**src/hw/asl_pkg.sv**
```systemverilog
// Functional notes
// - Reset flag reads one during reset
// - Reset flag clears once ready for configuration
// - Checksum change sets checksum-changed flag
// - Protected flag at bit 2 mirrors lock
// - Key 0xCA locks configuration registers
// - Key 0x9C unlocks configuration registers
// - Key register write-only, reads 0x00
// - Broadcast align bit aligns next output instant
// - Align and latch bits self-clear after one cycle
// - Broadcast latch bit captures sample-timing counter
// - Unread sample within one period sets missed flag
// - Reading secondary status clears missed flag
// - Secondary status bits 2:0 show revision
// - Reserved bits read as zero
// - Latched counter register holds last capture
package asl_pkg;

  // ****************************************
  // Link geometry and device map
  // ****************************************
  localparam int LK_AW = 5;
  localparam int LK_DW = 16;
  localparam logic [4:0] OFS_ADC_LAST = 5'h06;
  localparam logic [4:0] OFS_LATCHED = 5'h07;
  localparam logic [4:0] OFS_CONFIG = 5'h08;
  localparam logic [4:0] OFS_PRI_STAT = 5'h09;
  localparam logic [4:0] OFS_KEY = 5'h0a;
  localparam logic [4:0] OFS_ALIGN = 5'h0b;
  localparam logic [4:0] OFS_SEC_STAT = 5'h0f;

  localparam int PS_RESET_BIT = 0;
  localparam int PS_CRC_BIT = 1;
  localparam int PS_PROT_BIT = 2;
  localparam int AL_ALIGN_BIT = 0;
  localparam int AL_LATCH_BIT = 1;
  localparam int SS_MISSED_BIT = 3;
  localparam int LATCH_W = 12;

  localparam logic [7:0] KEY_LOCK = 8'hca;
  localparam logic [7:0] KEY_UNLOCK = 8'h9c;
  localparam logic [15:0] KEY_READ_VAL = 16'h0000;
  localparam logic [7:0] CONFIG_RESET = 8'h00;

  // ****************************************
  // Timing
  // ****************************************
  localparam int CLK_PERIOD_NS = 5;
  localparam int SAMPLE_PERIOD_NS = 125000;
  localparam int SAMPLE_PERIOD_CYC = SAMPLE_PERIOD_NS / CLK_PERIOD_NS;
  localparam int RESET_TIME_NS = 1000;
  localparam int RESET_CYC =
    (RESET_TIME_NS + CLK_PERIOD_NS - 1) / CLK_PERIOD_NS;

  // ****************************************
  // Host controller registers
  // ****************************************
  localparam int HOST_AW = 3;
  localparam logic [2:0] H_OFS_CMD = 3'h0;
  localparam logic [2:0] H_OFS_DATA = 3'h1;
  localparam logic [2:0] H_OFS_STAT = 3'h2;
  localparam logic [2:0] H_OFS_IRQ_STAT = 3'h3;
  localparam logic [2:0] H_OFS_IRQ_MASK = 3'h4;
  localparam int CMD_WRITE_BIT = 8;
  localparam int CMD_BCAST_BIT = 9;
  localparam int IRQ_DONE_BIT = 0;
  localparam int IRQ_MISSED_BIT = 1;
  localparam int IRQ_W = 2;

  typedef enum logic [1:0] {
    ASL_H_IDLE,
    ASL_H_ISSUE,
    ASL_H_WAIT
  } asl_hphase_t;

endpackage : asl_pkg

```
**src/hw/asl_link_if.sv**
```systemverilog
`timescale 1ns/1ps
interface asl_link_if;
  logic sel;
  logic bcast;
  logic wr;
  logic rd;
  logic [asl_pkg::LK_AW-1:0] addr;
  logic [asl_pkg::LK_DW-1:0] wdata;
  logic [asl_pkg::LK_DW-1:0] rdata;

  modport dev (
    input sel, bcast, wr, rd, addr, wdata,
    output rdata
  );
  modport host (
    output sel, bcast, wr, rd, addr, wdata,
    input rdata
  );
endinterface : asl_link_if

```
**src/hw/asl_dev.sv**
```systemverilog
// Design decision made here: strobed register access.
`timescale 1ns/1ps
module asl_dev #(
  parameter int unsigned SAMPLE_CYC = asl_pkg::SAMPLE_PERIOD_CYC,
  parameter int unsigned RST_CYC = asl_pkg::RESET_CYC,
  // Arbitrary revision value
  parameter logic [2:0] REVISION = 3'h5
) (
  // Clock and reset
  input wire logic clk_sys_i,
  input wire logic rst_n_i,
  // Register link
  asl_link_if.dev lk,
  // Converter side
  input wire logic [asl_pkg::LK_DW-1:0] adc_data_i,
  output logic sample_o,
  output logic busy_o,
  output logic protected_o,
  output logic [7:0] cfg_o
);
  import asl_pkg::*;

  // ****************************************
  // Parameter checks
  // ****************************************
  if (SAMPLE_CYC < 2 || SAMPLE_CYC > 65535) begin : g_chk_smp
    $error("SAMPLE_CYC out of range");
  end
  if (RST_CYC < 1 || RST_CYC > 65535) begin : g_chk_rst
    $error("RST_CYC out of range");
  end

  // ****************************************
  // State
  // ****************************************
  typedef struct packed {
    logic [15:0] rst_cnt;
    logic busy;
    logic [7:0] cfg;
    logic [7:0] chk_prev;
    logic prot;
    logic [1:0] ctl;
    logic [15:0] smp_cnt;
    logic smp;
    logic [LATCH_W-1:0] latched;
    logic seen;
    logic [LK_DW-1:0] rdata;
  } asl_dev_st_t;

  // Reset flag is set while held in reset
  localparam asl_dev_st_t ST_RST = '{
    rst_cnt: 16'h0000,
    busy: 1'b1,
    cfg: CONFIG_RESET,
    chk_prev: 8'h00,
    prot: 1'b0,
    ctl: 2'h0,
    smp_cnt: 16'h0000,
    smp: 1'b0,
    latched: 12'h000,
    seen: 1'b1,
    rdata: 16'h0000
  };

  asl_dev_st_t st;
  asl_dev_st_t next_st;
  logic wr_hit;
  logic rd_hit;
  logic adc_rd;
  logic crc_evt;
  logic crc_clr;
  logic crc_q;
  logic miss_evt;
  logic miss_clr;
  logic miss_q;
  logic [LK_DW-1:0] pri_val;
  logic [LK_DW-1:0] sec_val;

  // Cheap rotate-add checksum; any single-bit change moves it
  function automatic logic [7:0] asl_chk(input logic [7:0] v);
    logic [8:0] s;
    s = {1'b0, v} + {1'b0, v[3:0], v[7:4]};
    return s[7:0] ^ 8'h00;
  endfunction : asl_chk

  // ****************************************
  // Next state
  // ****************************************
  always_comb begin
    next_st = st;
    next_st.smp = 1'b0;
    next_st.ctl = 2'h0;
    wr_hit = lk.wr & (lk.sel | lk.bcast);
    rd_hit = lk.rd & lk.sel;
    adc_rd = rd_hit & (lk.addr <= OFS_ADC_LAST);
    crc_evt = 1'b0;
    miss_evt = 1'b0;
    crc_clr = rd_hit & (lk.addr == OFS_PRI_STAT);
    miss_clr = rd_hit & (lk.addr == OFS_SEC_STAT);

    if (st.busy) begin
      if (st.rst_cnt == 16'(RST_CYC - 1)) begin
        next_st.busy = 1'b0;
      end else begin
        next_st.rst_cnt = st.rst_cnt + 16'h0001;
      end
    end

    if (wr_hit) begin
      case (lk.addr)
        OFS_CONFIG: begin
          if (!st.prot) begin
            next_st.cfg = lk.wdata[7:0];
          end
        end
        OFS_KEY: begin
          if (lk.wdata[7:0] == KEY_LOCK) begin
            next_st.prot = 1'b1;
          end else if (lk.wdata[7:0] == KEY_UNLOCK) begin
            next_st.prot = 1'b0;
          end
        end
        OFS_ALIGN: begin
          next_st.ctl = lk.wdata[1:0];
        end
        default: begin
        end
      endcase
    end

    next_st.chk_prev = asl_chk(st.cfg);
    crc_evt = asl_chk(st.cfg) != st.chk_prev;

    if (adc_rd) begin
      next_st.seen = 1'b1;
    end
    if (st.ctl[AL_ALIGN_BIT]) begin
      next_st.smp_cnt = 16'h0000;
    end else if (st.smp_cnt == 16'(SAMPLE_CYC - 1)) begin
      next_st.smp_cnt = 16'h0000;
      next_st.smp = 1'b1;
      miss_evt = !(st.seen | adc_rd);
      next_st.seen = 1'b0;
    end else begin
      next_st.smp_cnt = st.smp_cnt + 16'h0001;
    end
    if (st.ctl[AL_LATCH_BIT]) begin
      next_st.latched = st.smp_cnt[LATCH_W-1:0];
    end

    pri_val = '0;
    pri_val[PS_RESET_BIT] = st.busy;
    pri_val[PS_CRC_BIT] = crc_q;
    pri_val[PS_PROT_BIT] = st.prot;
    sec_val = '0;
    sec_val[2:0] = REVISION;
    sec_val[SS_MISSED_BIT] = miss_q;

    if (rd_hit) begin
      case (lk.addr)
        OFS_LATCHED: begin
          next_st.rdata = {{(LK_DW - LATCH_W){1'b0}}, st.latched};
        end
        OFS_CONFIG: begin
          next_st.rdata = {8'h00, st.cfg};
        end
        OFS_PRI_STAT: begin
          next_st.rdata = pri_val;
        end
        OFS_KEY: begin
          next_st.rdata = KEY_READ_VAL;
        end
        OFS_ALIGN: begin
          next_st.rdata = {14'h0000, st.ctl};
        end
        OFS_SEC_STAT: begin
          next_st.rdata = sec_val;
        end
        default: begin
          next_st.rdata = adc_rd ? adc_data_i : 16'h0000;
        end
      endcase
    end
  end

  always_ff @(posedge clk_sys_i) begin
    if (!rst_n_i) begin
      st <= ST_RST;
    end else begin
      st <= next_st;
    end
  end

  // ****************************************
  // Sticky status flags
  // ****************************************
  asl_sticky_flag u_crc_flag (
    .clk_sys_i(clk_sys_i),
    .rst_n_i(rst_n_i),
    .set_i(crc_evt),
    .clr_i(crc_clr),
    .flag_o(crc_q)
  );

  asl_sticky_flag u_miss_flag (
    .clk_sys_i(clk_sys_i),
    .rst_n_i(rst_n_i),
    .set_i(miss_evt),
    .clr_i(miss_clr),
    .flag_o(miss_q)
  );

  assign lk.rdata = st.rdata;
  assign sample_o = st.smp;
  assign busy_o = st.busy;
  assign protected_o = st.prot;
  assign cfg_o = st.cfg;
endmodule : asl_dev

```
**src/hw/asl_sticky_flag.sv**
```systemverilog
`timescale 1ns/1ps
module asl_sticky_flag (
  // Clock and reset
  input wire logic clk_sys_i,
  input wire logic rst_n_i,
  // Event and clear
  input wire logic set_i,
  input wire logic clr_i,
  output logic flag_o
);
  typedef struct packed {
    logic flag;
  } asl_flag_st_t;

  asl_flag_st_t st;
  asl_flag_st_t next_st;

  // Set beats a clear arriving in the same cycle
  always_comb begin
    next_st = st;
    if (set_i) begin
      next_st.flag = 1'b1;
    end else if (clr_i) begin
      next_st.flag = 1'b0;
    end
  end

  always_ff @(posedge clk_sys_i) begin
    if (!rst_n_i) begin
      st <= '0;
    end else begin
      st <= next_st;
    end
  end

  assign flag_o = st.flag;
endmodule : asl_sticky_flag

```
**src/flat_wrapper.sv**
```systemverilog
// flat-port wrapper written by rule: the top's interface ports become plain ports
module asl_dev_flat import asl_pkg::*;
#(
  parameter int unsigned SAMPLE_CYC = asl_pkg::SAMPLE_PERIOD_CYC,
  parameter int unsigned RST_CYC = asl_pkg::RESET_CYC,
                             
  parameter logic [2:0] REVISION = 3'h5
)
  (clk_sys_i, rst_n_i, adc_data_i, sample_o, busy_o, protected_o, cfg_o, lk_sel, lk_bcast, lk_wr, lk_rd, lk_addr, lk_wdata, lk_rdata);
  asl_link_if lk_i ();
  input wire logic clk_sys_i;
  input wire logic rst_n_i;
  input wire logic [asl_pkg::LK_DW-1:0] adc_data_i;
  output logic sample_o;
  output logic busy_o;
  output logic protected_o;
  output logic [7:0] cfg_o;
  input wire logic [$bits(lk_i.sel)-1:0] lk_sel;
  input wire logic [$bits(lk_i.bcast)-1:0] lk_bcast;
  input wire logic [$bits(lk_i.wr)-1:0] lk_wr;
  input wire logic [$bits(lk_i.rd)-1:0] lk_rd;
  input wire logic [$bits(lk_i.addr)-1:0] lk_addr;
  input wire logic [$bits(lk_i.wdata)-1:0] lk_wdata;
  output wire logic [$bits(lk_i.rdata)-1:0] lk_rdata;
  assign lk_i.sel = lk_sel;
  assign lk_i.bcast = lk_bcast;
  assign lk_i.wr = lk_wr;
  assign lk_i.rd = lk_rd;
  assign lk_i.addr = lk_addr;
  assign lk_i.wdata = lk_wdata;
  assign lk_rdata = lk_i.rdata;
  asl_dev #(.SAMPLE_CYC(SAMPLE_CYC), .RST_CYC(RST_CYC), .REVISION(REVISION)) u_core (.clk_sys_i(clk_sys_i), .rst_n_i(rst_n_i), .lk(lk_i), .adc_data_i(adc_data_i), .sample_o(sample_o), .busy_o(busy_o), .protected_o(protected_o), .cfg_o(cfg_o));
endmodule
```
**config.mk**
```make
export PLATFORM = sky130hd
export DESIGN_NAME = asl_dev_flat
export DESIGN_NICKNAME = d
export VERILOG_FILES = /design/src/hw/asl_pkg.sv /design/src/hw/asl_link_if.sv /design/src/hw/asl_dev.sv /design/src/hw/asl_sticky_flag.sv /design/src/flat_wrapper.sv
export SDC_FILE = /design/constraint.sdc
export NUM_CORES = 1
export LEC_CHECK = 0
export BUFFER_PORTS_ARGS = -buffer_cell sky130_fd_sc_hd__buf_2
export CORE_ASPECT_RATIO = 0.75
export CORE_UTILIZATION = 60
export CTS_CLUSTER_SIZE = 24
export DETAILED_ROUTE_END_ITERATION = 12
export PLACE_DENSITY = 0.94
export REMOVE_ABC_BUFFERS = 1
export SETUP_SLACK_MARGIN = 0.05
export SLEW_MARGIN = 15
export SYNTH_ARGS = -nofsm -noshare
export SYNTH_HDL_FRONTEND = slang
export SYNTH_SLANG_ARGS = --single-unit
```
**constraint.sdc**
```tcl
create_clock -name clk_sys_i -period 6.2 [get_ports clk_sys_i]
set_input_delay 0.31 -clock clk_sys_i [delete_from_list [all_inputs] [get_ports clk_sys_i]]
set_output_delay 0.31 -clock clk_sys_i [all_outputs]
set_load 0.01 [all_outputs]
```
# --- Yosys cells after proc, flatten, opt, wreduce, memory -nomap -nowiden ---
# Index checks and enable logic that the tools add are counted.
op_classes:
  add_sub_neg: 3
  multipliers: 0
  n_div: 0
  n_lt_le_gt_ge: 1
  eq_ne: 11
  shifts: 0
  mux: 16
  n_bitwise: 10
  n_reduce_logical: 10
op_table:
  columns: ["op", "count"]
  rows:
  - ["one-hot mux 16 bit (6 select lines)", 1]
  - ["adder 16 x 1 -> 16 bit (second input constant)", 2]
  - ["equality test 5 x 4 -> 1 bit (second input constant)", 5]
  - ["equality test 16 x 15 -> 1 bit (second input constant)", 1]
  - ["equality test 16 x 8 -> 1 bit (second input constant)", 1]
  - ["equality test 8 bit (second input constant)", 2]
  - ["two-way mux 16 bit", 1]
  - ["two-way mux 1 bit", 14]
  - ["AND reduction 3 bit", 3]
  - ["adder 8 bit", 1]
  - ["inequality test 8 bit", 1]
  - ["nonzero test 2 bit", 3]
  - ["AND 1 bit", 5]
  - ["equality test 5 x 3 -> 1 bit (second input constant)", 1]
  - ["<= comparator 5 x 3 -> 1 bit (second input constant)", 1]
  - ["inverter 1 bit", 3]
  - ["OR reduction 3 bit", 1]
  - ["OR 1 bit", 2]
  - ["AND reduction 2 bit", 1]
  - ["OR reduction 2 bit", 1]
  - ["logical NOT 1 bit", 1]
totals:
  ff_bits: 84
  latchBits: 0
  ramBits: 0
  rom_bits: 0
  out_inout_bits: 27
  n_memories: 0

# --- Longest topological paths before layout ---
logic_depth:
  ltp_word: 7
  mapped_depth: 8

# --- Modules after synthesis ---
# A second synthesis with hierarchy kept.
hier_totals:
  cells_unflattened: 467
  hier_area_um2: 4172.8
by_module_without_submodules:
  columns: ["mod", "n_inst", "cells_each", "area_per_inst_um2", "seq_area_each_um2"]
  rows:
  - ["asl_dev", 1, 461, 4090.2, 1641.6]
  - ["asl_sticky_flag", 2, 3, 41.3, 20.0]

# --- Worst setup path before layout ---
# No wires, ideal clock.
synth_timing:
  path_kind: "register to register"
  startpoint: "register u_core.st, in the netlist u_core.cfg_o[0]"
  endpoint: "register u_core.u_crc_flag.st, in the netlist u_core.u_crc_flag.flag_o"
  setup_ps: 139
  arrival_time_ps: 1817
  t_required_ps: 6061
  path_slack_ps: 4244
  path_stages_with_launch: 9
  n_path_buf: 0
  period_less_slack_ps: 1956
  cell_sequence: "dfxtp_1 ha_1 inv_1 fa_1 nand2b_1 a21oi_1 xnor2_1 mux2i_1 a41oi_1"
synth_between:
  elab_chain_len: 3
  elab_cells_between_ends: 4
  cone_classes: "add/sub (1); eq/ne (1); mux (1); reduce/logical (1)"
synth_lines:
  columns: ["item", "line_no", "rtl"]
  rows:
  - ["start, declared", "asl_dev.sv:65", "asl_dev_st_t st;"]
  - ["start signal, assigned", "asl_dev.sv:190", "st <= next_st;"]
  - ["adder 8 bit (*)", "asl_dev.sv:82", "s = {1'b0, v} + {1'b0, v[3:0], v[7:4]};"]
  - ["inequality test 8 bit (*)", "asl_dev.sv:132", "crc_evt = asl_chk(st.cfg) != st.chk_prev;"]
  - ["two-way mux 1 bit / nonzero test 2 bit (equally long branches)", null, null]
  - ["end signal, assigned", "asl_sticky_flag.sv:32", "st <= next_st;"]
  - ["end, declared", "asl_sticky_flag.sv:15", "asl_flag_st_t st;"]
# Every way passes the cells marked *; elsewhere a longest branch is shown, timed or not.
# A chain may end at the register's enable or synchronous reset.

# --- Worst setup path after layout ---
layout_timing:
  startpoint: "register u_core.st, in the netlist u_core.cfg_o[4]"
  endpoint: "register u_core.u_crc_flag.st, in the netlist u_core.u_crc_flag.flag_o"
# Same word-level chain as after synthesis.

==> qor.yml <==
synthFlopType: "dfxtp_1"
dp_hpwl_um: 6390
tightest_slew_ns: 0.856
fp-row-count: 25
cts_tree: "yes"
p_sw_uw: 239
htree_levels: 3
drive_above_1_share: 0.186
yosysTopAreaCellShare: 0.423
synth.distinct_cells: 55
cp_max_fo: 4
ctsResizeCount: 0
synth_area_mm2: 0.00398
antenna_found_initial: 0
numCtsBuffers: 9
cp_top_family: "adder cells"
required_ns: 6.42
ir_drop_uv: 183
fin_tns_setup_ns: 0
pwr-share-comb: 0.070
ys_top_cells_by_count: "86 x nor2_1, 84 x dfxtp_1, 28 x xnor2_1, 24 x buf_4, 23 x mux2i_1"
drt-total-wl_um: 8930
layout.cells.non_filler: 555
crit_arrival_ns: 2.57
avgSynthCellArea_um2: 8.98
synth.area.top_cells: "dfxtp_1 42%, nor2_1 8.1%, xnor2_1 6.2%"
p_clk_frac: 0.369
path_buf_inv: 1
die_w_um: 96.0
crit_chain: "ha_1 > inv_1 > fa_1 > nand2b_1 > a21oi_1 > xnor2_1 > mux2i_1 > a41oi_1"
place_inst: 539
yosysMostFrequentCell: "nor2_1"
async_reset_ff_frac: 0
placed_cell_area_mm2: 0.00410
synth_cells: 443
yosysTopAreaCell: "dfxtp_1"
final_area_mm2: 0.00429
synth_seq_area_share: 0.423
first_iter_violations: 222
core_area_mm2: 0.00635
setup_viol: 0
skew_ns: 0.00962
grt_remaining_overflow: 0
grt_pass1_vias: 3185
path_class: "register to register"
yosysWarnings: 0
antennaDiodeCount: 0
relSlewSlack: 0.427
max_stage_delay_ns: 0.43
postCtsSetupBuffers: 0
status: "complete, no violations"
p_total_uw: 994
via_per_inst: 5.87
drv_slew: 0
io_pins: 70
multi_input_area_mm2: 0.00196
grt_start_max_net_pins: 39
fillerInstances: 490
power_leakage_nw: 1.66
synth_edf_count: 0
avgRoutedWirePerCell_um: 16.1
p_int_uw: 755
initial_core_util: 0.627
critPathSlowestCell: "fa_1"
dieArea_mm2: 0.00696
fin_crit_sh: 0.379
area_growth_pct: 7.77
worstSkewPairLatency_ns: 0.36
root_buffer: "clkbuf_8"
port-buffer-count: 61
path_clk_slew_ns: 0.08
place.gp.congestion: 0.913
maxCapViolations: 0
cp-end-kind: "register"
ant_nets: 0
cts_hold_buffers: 0
grtUsageTotal: 0.278
fmax_ghz: 0.425
switching_share: 0.241
cp-start-kind: "register"
clockBufferDepth: 2
clock_sinks: 84
ys_seq_elements: 84
seq_power_share: 0.561
hold_viol: 0
fin_crit_ns: 2.35
holdCritPathClass: "primary input to register"
grt_setup_unrepaired: "no"
via_count: 3260
die_h_um: 72.5
dr.pass1.iters: 7
nets: 519
grt_pass1_wl_um: 14600
ff_latch_area_mm2: 0.00168
route.detailed.drc: 0
cellPowerDensity_mw_per_mm2: 232
## power by group through the flow
stage	Sequential, mW	Clock, mW	Combinational [mW]
3_5_place_dp	0.570	0	0.0679
5_1_grt	0.559	0.392	0.0762
6_report	0.558	0.367	0.0694
3_3_place_gp	0.569	0	0.0647
2_1_floorplan	0.571	0	0.0332
4_1_cts	0.558	0.371	0.0685
## kinds of logic (layout without fill, tap and decap cells)
group / Yosys count / in the layout / share of synthesized area
XOR/XNOR: 42 / 42 / 0.0959
AO/OA/AOI/OAI: 54 / 54 / 0.0984
flip-flops: 84 / 84 / 0.423
adder cells (fa/ha/maj): 7 / 7 / 0.0239
AND/OR/NAND/NOR: 172 / 172 / 0.210
multiplexers: 25 / 25 / 0.0635
buffers and inverters: 59 / 90 / 0.0852
## worst paths after layout
path,slack [ns],cells past startpoint,to,start
worst max-delay path,3.85,8,u_core.u_crc_flag.flag_o,u_core.cfg_o[4]
worst min register to register,0.50,2,u_core.lk.rdata[11],u_core.lk.rdata[11]
worst min-delay path,0.18,2,u_core.st[46],lk_wdata[0]
worst max register to register,3.85,8,u_core.u_crc_flag.flag_o,u_core.cfg_o[4]
## through the flow
step,hold WS (ns),utilization,worst slack [ns]
5_1_grt,0.193,0.675,3.70
2_1_floorplan,0.372,-,4.13
3_3_place_gp,0.472,0.646,3.90
4_1_cts,0.175,0.675,3.90
6_report,0.182,0.675,3.85
3_5_place_dp,0.491,0.646,3.77
## layout by cell type (no fill, tap or decap), types with 2 or more instances in the layout
cell	Yosys	final
xnor2_1	28	28
mux2_2	2	2
a221oi_1	6	6
a211oi_1	5	5
clkinvlp_4	0	2
mux2i_1	23	23
nand3_1	15	15
a222oi_1	5	5
and4_1	3	3
a22oi_1	5	5
nor3b_1	2	2
dfxtp_1	84	84
a31oi_1	2	2
and3_1	4	4
xor2_1	13	13
nor4_1	3	3
ha_1	6	6
and2_1	6	6
a21oi_1	8	8
nand2_1	17	17
or3_1	3	3
nor4b_1	2	2
a21o_1	2	2
buf_2	4	61
inv_1	12	12
nor3_1	14	14
nand4_1	6	6
nor2_1	86	86
clkbuf_8	0	12
o21ai_0	11	11
## registers in the layout, indices dropped and copies added, names as in the netlist
signal and flops:
u_core.st 55, u_core.lk.rdata 16, u_core.cfg_o 8, u_core.busy_o 1, u_core.protected_o 1, u_core.sample_o 1, u_core.u_crc_flag.flag_o 1, u_core.u_miss_flag.flag_o 1
## layout make-up
cell class,instances,share of cell area
Sequential cell,84,0.392
Multi-Input combinational cell,300,0.457
Clock inverter,3,0.00467
Timing Repair Buffer,62,0.0730
Inverter,12,0.0105
Tap cell,81,0.0236
Clock buffer,13,0.0394
## layer usage
metal  vias to the layer above  part of all wire  wire [um]  track usage
li1                       1562                 -          -            -
met1                      1548              0.44       3920        0.337
met3                        26             0.061        548       0.0818
met4                         0             0.027        245        0.116
met2                       124              0.47       4210        0.461
met5                         -                 0          0            0
Power figures use the tool's default switching activity.
